--- config.mk ---
export PLATFORM = sky130hd
export DESIGN_NAME = irq_mask_and_power_reset_ctrl
export DESIGN_NICKNAME = d
export VERILOG_FILES = /design/src/irq_pwr_pkg.sv /design/src/reg_port_if.sv /design/src/ctrl_word_reg.sv /design/src/irq_mask_and_power_reset_ctrl.sv
export VERILOG_INCLUDE_DIRS = /design/src /design/src/src
export SDC_FILE = /design/constraint.sdc
export NUM_CORES = 1
export LEC_CHECK = 0
export BUFFER_PORTS_ARGS = -buffer_cell sky130_fd_sc_hd__buf_2
export CAP_MARGIN = 5
export CORE_UTILIZATION = 30
export CTS_CLUSTER_DIAMETER = 50
export DETAILED_ROUTE_END_ITERATION = 10
export PLACE_DENSITY = 0.61
export SKIP_LAST_GASP = 1
export SYNTH_ARGS = -nofsm -noshare
export SYNTH_HDL_FRONTEND = slang
export SYNTH_HIERARCHICAL = 1
export SYNTH_SLANG_ARGS = --single-unit
--- constraint.sdc ---
create_clock -name clk -period 2.3 [get_ports clk]
set_clock_uncertainty 0.05 [all_clocks]
set_input_delay 0.46 -clock clk [delete_from_list [all_inputs] [get_ports clk]]
set_output_delay 0.46 -clock clk [all_outputs]
set_load 0.005 [all_outputs]
--- src/irq_pwr_map.svh ---
/*
  Register offsets, field positions and reset values of the interrupt mask and
  power/soft-reset control registers. Assumes inclusion by bare name.
*/
`ifndef IRQ_PWR_MAP_SVH
`define IRQ_PWR_MAP_SVH
`define REG_AW                  8
`define REG_DW                  24
`define INTERRUPT_MASK_OFFSET   8'h08
`define POWER_CTRL_OFFSET       8'h09
`define INTERRUPT_MASK_RESET    24'h000000
`define POWER_CTRL_RESET        24'h000000
`define INTERRUPT_MASK_WMASK    24'h0001DF
`define POWER_CTRL_WMASK        24'hAA0000
`define AMP_OVERVOLTAGE_BIT     8
`define HV_SUPPLY_UNDERVOLT_BIT 7
`define OUTPUT_SUPPLY_UV_BIT    6
`define THERMAL_WARNING_BIT     4
`define OVERCURRENT_BIT         3
`define CONFIG_ERROR_BIT        2
`define CRC_ERROR_BIT           1
`define GPIO_EDGE_BIT           0
`define DAC_POWER_DOWN_BIT      23
`define DAC_SOFT_RESET_BIT      21
`define GLOBAL_POWER_DOWN_BIT   19
`define GLOBAL_SOFT_RESET_BIT   17
`endif

--- src/irq_pwr_pkg.sv ---
/*
  Types shared by the interrupt mask / power control bank.
  Assumes the map header for widths.
*/
`include "irq_pwr_map.svh"
package irq_pwr_pkg;
  typedef logic [`REG_DW-1:0] reg_word_t;
  typedef logic [`REG_AW-1:0] reg_addr_t;
endpackage : irq_pwr_pkg

--- src/reg_port_if.sv ---
/*
  Register access carrier between the control bank and its storage word.
  Assumes a single clock domain.
*/
`timescale 1ns/10ps
interface reg_port_if;
  import irq_pwr_pkg::*;
  logic      we;
  reg_word_t wdata;
  reg_word_t wmask;
  reg_word_t rdata;
  modport owner (input we, input wdata, input wmask, output rdata);
  modport user  (output we, output wdata, output wmask, input rdata);
endinterface : reg_port_if
--- src/ctrl_word_reg.sv ---
/*
  One 24-bit control word with a write mask; non-writable bits hold the reset
  value, which is zero here. Assumes clk, arst_n and clock enable from the top.
*/
`timescale 1ns/10ps
module ctrl_word_reg
  import irq_pwr_pkg::*;
#(
  parameter reg_word_t RESET_VAL = '0
)(
  input  wire logic  clk,    // Clock
  input  wire logic  arst_n, // Async reset, active low
  input  wire logic  ce,     // Clock enable
  reg_port_if.owner  port    // Write request and read data
);
  reg_word_t word_q;
  always_ff @(posedge clk or negedge arst_n)
  begin
    if (!arst_n)
      word_q <= RESET_VAL;
    else if (ce && port.we)
      word_q <= (port.wdata & port.wmask) | (RESET_VAL & ~port.wmask);
  end
  assign port.rdata = word_q;
endmodule : ctrl_word_reg

--- src/irq_mask_and_power_reset_ctrl.sv ---
/*
  Interrupt mask and power/soft-reset control bank of the analog I/O device,
  written by the serial register interface decoder on the same clock.
  Assumes the decoder presents one-cycle write strobes and reads rdata_q one
  cycle after a read strobe; status flags arrive as synchronous levels.
*/
// Summary of operation
// - A set mask bit lets its source assert the alert pin; a clear bit never does.
// - All mask bits reset to zero.
// - Mask bits 8, 7 and 6 are amp overvoltage, hv and output supply undervoltage.
// - Mask bits 4 to 0 are thermal, overcurrent, config error, CRC and GPIO edge.
// - Power bit 23 powers the DAC down while set; reset value is normal operation.
// - Power bit 21 holds the DAC in reset until written back to zero.
// - Power bit 19 powers down every amplifier regardless of configuration.
// - Clearing bit 19 returns amplifiers to the configured state.
// - Configuration writes are stored while global power-down is set.
// - Power bit 17 resets configuration except CRC enable and reference selects.
// - Setting bit 17 aborts any ADC conversion in progress.
// - Bit 17 never self-clears and blocks configuration writes while set.
// - Each mask bit pairs with the status flag at the same position.
`timescale 1ns/10ps
`include "irq_pwr_map.svh"
module irq_mask_and_power_reset_ctrl
  import irq_pwr_pkg::*;
(
  input  wire logic      clk,                 // Clock, 125 MHz
  input  wire logic      arst_n,              // Async reset, active low
  input  wire logic      ce,                  // Clock enable, freezes state when low
  input  wire logic      wr_en,               // Register write strobe
  input  wire logic      rd_en,               // Register read strobe
  input  wire reg_addr_t addr,                // Register address
  input  wire reg_word_t wdata,               // Write data
  input  wire reg_word_t int_flags,           // Interrupt status flags
  input  wire logic      cfg_wr_req,          // Configuration register write request
  input  wire logic      adc_busy,            // ADC conversion in progress
  output logic           rdata_valid_q,       // Read data valid, one cycle
  output reg_word_t      rdata_q,             // Read data
  output logic           alert_q,             // Alert request, active high
  output logic           dac_power_down_q,    // DAC powered down
  output logic           dac_soft_reset_q,    // DAC held in reset
  output logic           amps_power_down_q,   // All amplifiers forced off
  output logic           cfg_reset_q,         // Configuration reset, keeps CRC/refs
  output logic           cfg_wr_accept_q,     // Configuration write accepted, pulse
  output logic           adc_abort_q          // ADC abort, one-cycle pulse
);
  reg_port_if mask_port ();
  reg_port_if pwr_port ();
  reg_word_t  mask_w;
  reg_word_t  pwr_w;
  reg_word_t  enable_w;
  logic       amp_overvoltage_mask;
  logic       hv_supply_undervolt_mask;
  logic       output_supply_undervolt_mask;
  logic       thermal_warning_mask;
  logic       overcurrent_mask;
  logic       config_error_mask;
  logic       crc_error_mask;
  logic       gpio_edge_mask;
  logic       dac_power_down;
  logic       dac_soft_reset;
  logic       global_power_down;
  logic       global_soft_reset;
  logic       grst_prev_q;

  // Address decode, shared by the write strobes and the read mux
  function automatic logic hit(input reg_addr_t a, input reg_addr_t off);
    hit = (a == off);
  endfunction : hit

  // Read mux; unmapped addresses read zero
  function automatic reg_word_t read_word(
    input reg_addr_t a,
    input reg_word_t mask_word,
    input reg_word_t pwr_word
  );
    if (hit(a, `INTERRUPT_MASK_OFFSET))
      read_word = mask_word;
    else if (hit(a, `POWER_CTRL_OFFSET))
      read_word = pwr_word;
    else
      read_word = '0;
  endfunction : read_word

  // Flags gated bitwise by the enables at the same position
  function automatic logic any_enabled(input reg_word_t flags, input reg_word_t enables);
    any_enabled = |(flags & enables);
  endfunction : any_enabled

  assign mask_port.we    = wr_en && hit(addr, `INTERRUPT_MASK_OFFSET);
  assign mask_port.wdata = wdata;
  assign mask_port.wmask = `INTERRUPT_MASK_WMASK;
  assign pwr_port.we     = wr_en && hit(addr, `POWER_CTRL_OFFSET);
  assign pwr_port.wdata  = wdata;
  assign pwr_port.wmask  = `POWER_CTRL_WMASK;
  assign mask_w = mask_port.rdata;
  assign pwr_w  = pwr_port.rdata;

  ctrl_word_reg #(.RESET_VAL(`INTERRUPT_MASK_RESET)) u_mask (
    .clk    (clk),
    .arst_n (arst_n),
    .ce     (ce),
    .port   (mask_port)
  );

  ctrl_word_reg #(.RESET_VAL(`POWER_CTRL_RESET)) u_pwr (
    .clk    (clk),
    .arst_n (arst_n),
    .ce     (ce),
    .port   (pwr_port)
  );

  // Named fields of the two control words
  assign amp_overvoltage_mask         = mask_w[`AMP_OVERVOLTAGE_BIT];
  assign hv_supply_undervolt_mask     = mask_w[`HV_SUPPLY_UNDERVOLT_BIT];
  assign output_supply_undervolt_mask = mask_w[`OUTPUT_SUPPLY_UV_BIT];
  assign thermal_warning_mask         = mask_w[`THERMAL_WARNING_BIT];
  assign overcurrent_mask             = mask_w[`OVERCURRENT_BIT];
  assign config_error_mask            = mask_w[`CONFIG_ERROR_BIT];
  assign crc_error_mask               = mask_w[`CRC_ERROR_BIT];
  assign gpio_edge_mask               = mask_w[`GPIO_EDGE_BIT];
  assign dac_power_down               = pwr_w[`DAC_POWER_DOWN_BIT];
  assign dac_soft_reset               = pwr_w[`DAC_SOFT_RESET_BIT];
  assign global_power_down            = pwr_w[`GLOBAL_POWER_DOWN_BIT];
  assign global_soft_reset            = pwr_w[`GLOBAL_SOFT_RESET_BIT];

  // Only documented enables reach the alert; reserved positions stay zero
  always_comb
  begin
    enable_w                               = '0;
    enable_w[`AMP_OVERVOLTAGE_BIT]         = amp_overvoltage_mask;
    enable_w[`HV_SUPPLY_UNDERVOLT_BIT]     = hv_supply_undervolt_mask;
    enable_w[`OUTPUT_SUPPLY_UV_BIT]        = output_supply_undervolt_mask;
    enable_w[`THERMAL_WARNING_BIT]         = thermal_warning_mask;
    enable_w[`OVERCURRENT_BIT]             = overcurrent_mask;
    enable_w[`CONFIG_ERROR_BIT]            = config_error_mask;
    enable_w[`CRC_ERROR_BIT]               = crc_error_mask;
    enable_w[`GPIO_EDGE_BIT]               = gpio_edge_mask;
  end

  // Read data valid, one cycle after the strobe
  always_ff @(posedge clk or negedge arst_n)
  begin
    if (!arst_n)
      rdata_valid_q <= 1'b0;
    else if (ce)
      rdata_valid_q <= rd_en;
  end

  // Read data holds until the next read
  always_ff @(posedge clk or negedge arst_n)
  begin
    if (!arst_n)
      rdata_q <= '0;
    else if (ce && rd_en)
      rdata_q <= read_word(addr, mask_w, pwr_w);
  end

  // Alert request
  always_ff @(posedge clk or negedge arst_n)
  begin
    if (!arst_n)
      alert_q <= 1'b0;
    else if (ce)
      alert_q <= any_enabled(int_flags, enable_w);
  end

  // DAC power-down level
  always_ff @(posedge clk or negedge arst_n)
  begin
    if (!arst_n)
      dac_power_down_q <= 1'b0;
    else if (ce)
      dac_power_down_q <= dac_power_down;
  end

  // DAC held in reset while the bit stays set
  always_ff @(posedge clk or negedge arst_n)
  begin
    if (!arst_n)
      dac_soft_reset_q <= 1'b0;
    else if (ce)
      dac_soft_reset_q <= dac_soft_reset;
  end

  // Amplifier override; clearing hands control back to the configuration
  always_ff @(posedge clk or negedge arst_n)
  begin
    if (!arst_n)
      amps_power_down_q <= 1'b0;
    else if (ce)
      amps_power_down_q <= global_power_down;
  end

  // Configuration reset level, no self-clear
  always_ff @(posedge clk or negedge arst_n)
  begin
    if (!arst_n)
      cfg_reset_q <= 1'b0;
    else if (ce)
      cfg_reset_q <= global_soft_reset;
  end

  // Configuration writes pass during power-down, blocked during soft reset
  always_ff @(posedge clk or negedge arst_n)
  begin
    if (!arst_n)
      cfg_wr_accept_q <= 1'b0;
    else if (ce)
      cfg_wr_accept_q <= cfg_wr_req && !global_soft_reset;
  end

  // Previous soft reset level; resets to the idle level so no false edge
  always_ff @(posedge clk or negedge arst_n)
  begin
    if (!arst_n)
      grst_prev_q <= 1'b0;
    else if (ce)
      grst_prev_q <= global_soft_reset;
  end

  // Abort pulse on rising soft reset while converting
  always_ff @(posedge clk or negedge arst_n)
  begin
    if (!arst_n)
      adc_abort_q <= 1'b0;
    else if (ce)
      adc_abort_q <= global_soft_reset && !grst_prev_q && adc_busy;
  end
endmodule : irq_mask_and_power_reset_ctrl

==> impl_metrics.env <==
export IMPL_fp_dieW_um=114.9
export IMPL_diodes=0
export IMPL_cts_buffers=9
export IMPL_grt_max_degree=42
export IMPL_rows=40
export IMPL_ir_worst_vdd_mv=0.3099
export IMPL_cts_hold_buffers=0
export IMPL_gp_congestion=0.7218
export IMPL_startpoint_type="primary input"
export IMPL_layout_commonest_cell="dfrtp_1"
export IMPL_synth_area_leaders="dfrtp_1, o21ai_2, nand4_1"
export IMPL_p_leak_nw=2.397
export IMPL_synth_edf_count=0
export IMPL_cap_violations=0
export IMPL_routed_wl_um=9634
export IMPL_place_area_um2=4533
export IMPL_root_buffer="clkbuf_16"
export IMPL_drc=0
export IMPL_tightest_slew_ns=0.5472
export IMPL_io_pin_count=95
export IMPL_layout_common_cells="dfrtp_1, buf_2, inv_1, nand4_1, conb_1"
export IMPL_routed_via_density=4.614
export IMPL_r2r_end="alert_q"
export IMPL_die_area_um2=13210
export IMPL_core_um2=12210
export IMPL_antenna_found_initial=0
export IMPL_num_vias=2967
export IMPL_netlist_instances=351
export IMPL_synth_distinct_cells=28
export IMPL_clock_fmax_mhz=609.8
export IMPL_min_path_type="primary input to async pin"
export IMPL_fin_crit_ns=1.640
export IMPL_drtAntennaViolNets=0
export IMPL_required_ns=2.45
export IMPL_drive_gt1_share_pct=34.11
export IMPL_ys_ff_latch=80
export IMPL_yosysSeqAreaShare_pct=52.34
export IMPL_final_area_um2=4815
export IMPL_critPathCaptureType="register"
export IMPL_grt_pass1_wl_um=16080
export IMPL_p_per_area_nw_per_um2=651.7
export IMPL_die_height_um=114.9
export IMPL_cts_tree="built"
export IMPL_finalCritPeriodShare_pct=71.30
export IMPL_ys_async_sr_fraction_pct=100.0
export IMPL_finalSetupTns_ns=0
export IMPL_r2r_slack_ns=1.02
export IMPL_avgRoutedWirePerCell_um=14.98
export IMPL_slew_viol_final=0
export IMPL_avgSynthCellArea_um2=10.90
export IMPL_crit_path_max_fanout=24
export IMPL_drt_pre_antenna_iters=4
export IMPL_ys_warn_count=6
export IMPL_finalSetupViolCount=0
export IMPL_whs_ns=0.05082
export IMPL_rsz0062_at_grt="false"
export IMPL_drt_iter0_drc=129
export IMPL_grt_total_usage_pct=16.21
export IMPL_gr_total_overflow=0
export IMPL_hold_viol=0
export IMPL_syn_to_final_growth_pct=25.88
export IMPL_clkTransAtPathRegs_ns=0.06
export IMPL_synth_top_cell_by_area="dfrtp_1"
export IMPL_grt_pass1_vias=3145
export IMPL_cp_data_arrival_time_ns=1.79
export IMPL_io_buffers=78
export IMPL_final_nets=533
export IMPL_r2r_cells=3
export IMPL_initial_core_util_pct=31.32
export IMPL_syn_area_um2=3825
export IMPL_h_tree_depth=3
export IMPL_reg2reg_from="u_mask/port.rdata[8]"
export IMPL_synth_top_area_share_pct=52.34
export IMPL_post_cts_buffers=0
export IMPL_synth_flop_cell="dfrtp_1"
export IMPL_outcome="complete, no violations"
export IMPL_path_class="primary input to register"
export IMPL_clkLatencyLatePin_ns=0.34
export IMPL_cts_sinks=80
export IMPL_cts_resized=0
export IMPL_slew_headroom_pct=63.52
export IMPL_clk_path_buf_depth=2
export IMPL_hpwl_um=6598
==> sequential cells by signal, indices dropped and copies added, names as in the netlist <==
signal / count
dac_soft_reset_q: 1
rdata_valid_q: 1
u_pwr/port.rdata: 24
cfg_wr_accept_q: 1
rdata_q: 24
dac_power_down_q: 1
cfg_reset_q: 1
amps_power_down_q: 1
adc_abort_q: 1
alert_q: 1
u_mask/port.rdata: 24
==> worst max-delay path by stage <==
stage / from / end / cells after the start
6_report: addr[1] / u_mask/port.rdata[21] / 6
4_1_cts: addr[1] / u_mask/port.rdata[21] / 6
3_5_place_dp: addr[1] / u_mask/port.rdata[21] / 6
3_3_place_gp: addr[1] / u_mask/port.rdata[23] / 6
2_1_floorplan: addr[1] / u_mask/port.rdata[3] / 8
5_1_grt: addr[5] / u_mask/port.rdata[21] / 6
==> through the flow <==
| stage | instances | power (mW) | util (%) | setup slack (ns) |
|---|---|---|---|---|
| CTS | 643 | 3.184 | 39.43 | 0.6504 |
| finish | 643 | 3.138 | 39.43 | 0.6601 |
| global placement | 627 | 1.773 | 37.12 | 0.3172 |
| global route | 643 | 3.266 | 39.43 | 0.5270 |
| detailed placement | 627 | 1.783 | 37.12 | 0.2979 |
| floorplan | 397 | 1.648 | - | 0.3904 |
==> cell families (layout without fill, tap and decap cells) <==
group	after synthesis	count (layout)	share of synthesized area (%)
buffers and inverters	78	156	9.781
AOI/OAI and AO/OA	80	80	17.57
DFF	80	80	52.34
muxes	28	28	7.458
other	2	48	0.1963
and+or+nand+nor	83	83	12.66
==> metal layers <==
layer  vias to the layer above  wire length [um]  part of all wire, %  global-route usage (%)
met4                         0               148                  1.5                   6.494
met5                         -                 0                    0                       0
met2                        80              4405                   46                   26.02
met3                        13               600                  6.2                   3.690
met1                      1452              4479                   46                   21.19
li1                       1422                 -                    -                       -
==> critical path: stages <==
cell	delay, ns
buf_2	0.11
nor4b_4	0.29
nand2_2	0.09
nor3b_2	0.22
and2_4	0.47
o21ai_0	0.15
==> power by group <==
part	switching, mW	internal (mW)	total (mW)
Sequential	0.0293	1.46	1.49
Clock	0.548	0.836	1.38
Combinational	0.158	0.108	0.266
==> synthesized netlist by cell type, types with 3 or more instances <==
library cell / instances
nand4_1: 48
o31ai_2: 9
nand2_1: 25
o21ai_0: 11
clkbuf_1: 3
o31ai_1: 15
inv_1: 51
mux2_2: 4
buf_6: 8
dfrtp_1: 80
buf_2: 14
o21ai_2: 40
mux2i_1: 24
==> area by class of cell <==
type	instances	area [um^2]
Clock buffer	12	236.5
Tap cell	168	210.2
Clock inverter	4	45.04
Multi-Input combinational cell	239	1629
Inverter	51	191.4
Sequential cell	80	2002
Fill cell	1235	7397
Timing Repair Buffer	89	500.5
(Power assumes the default switching activity.)
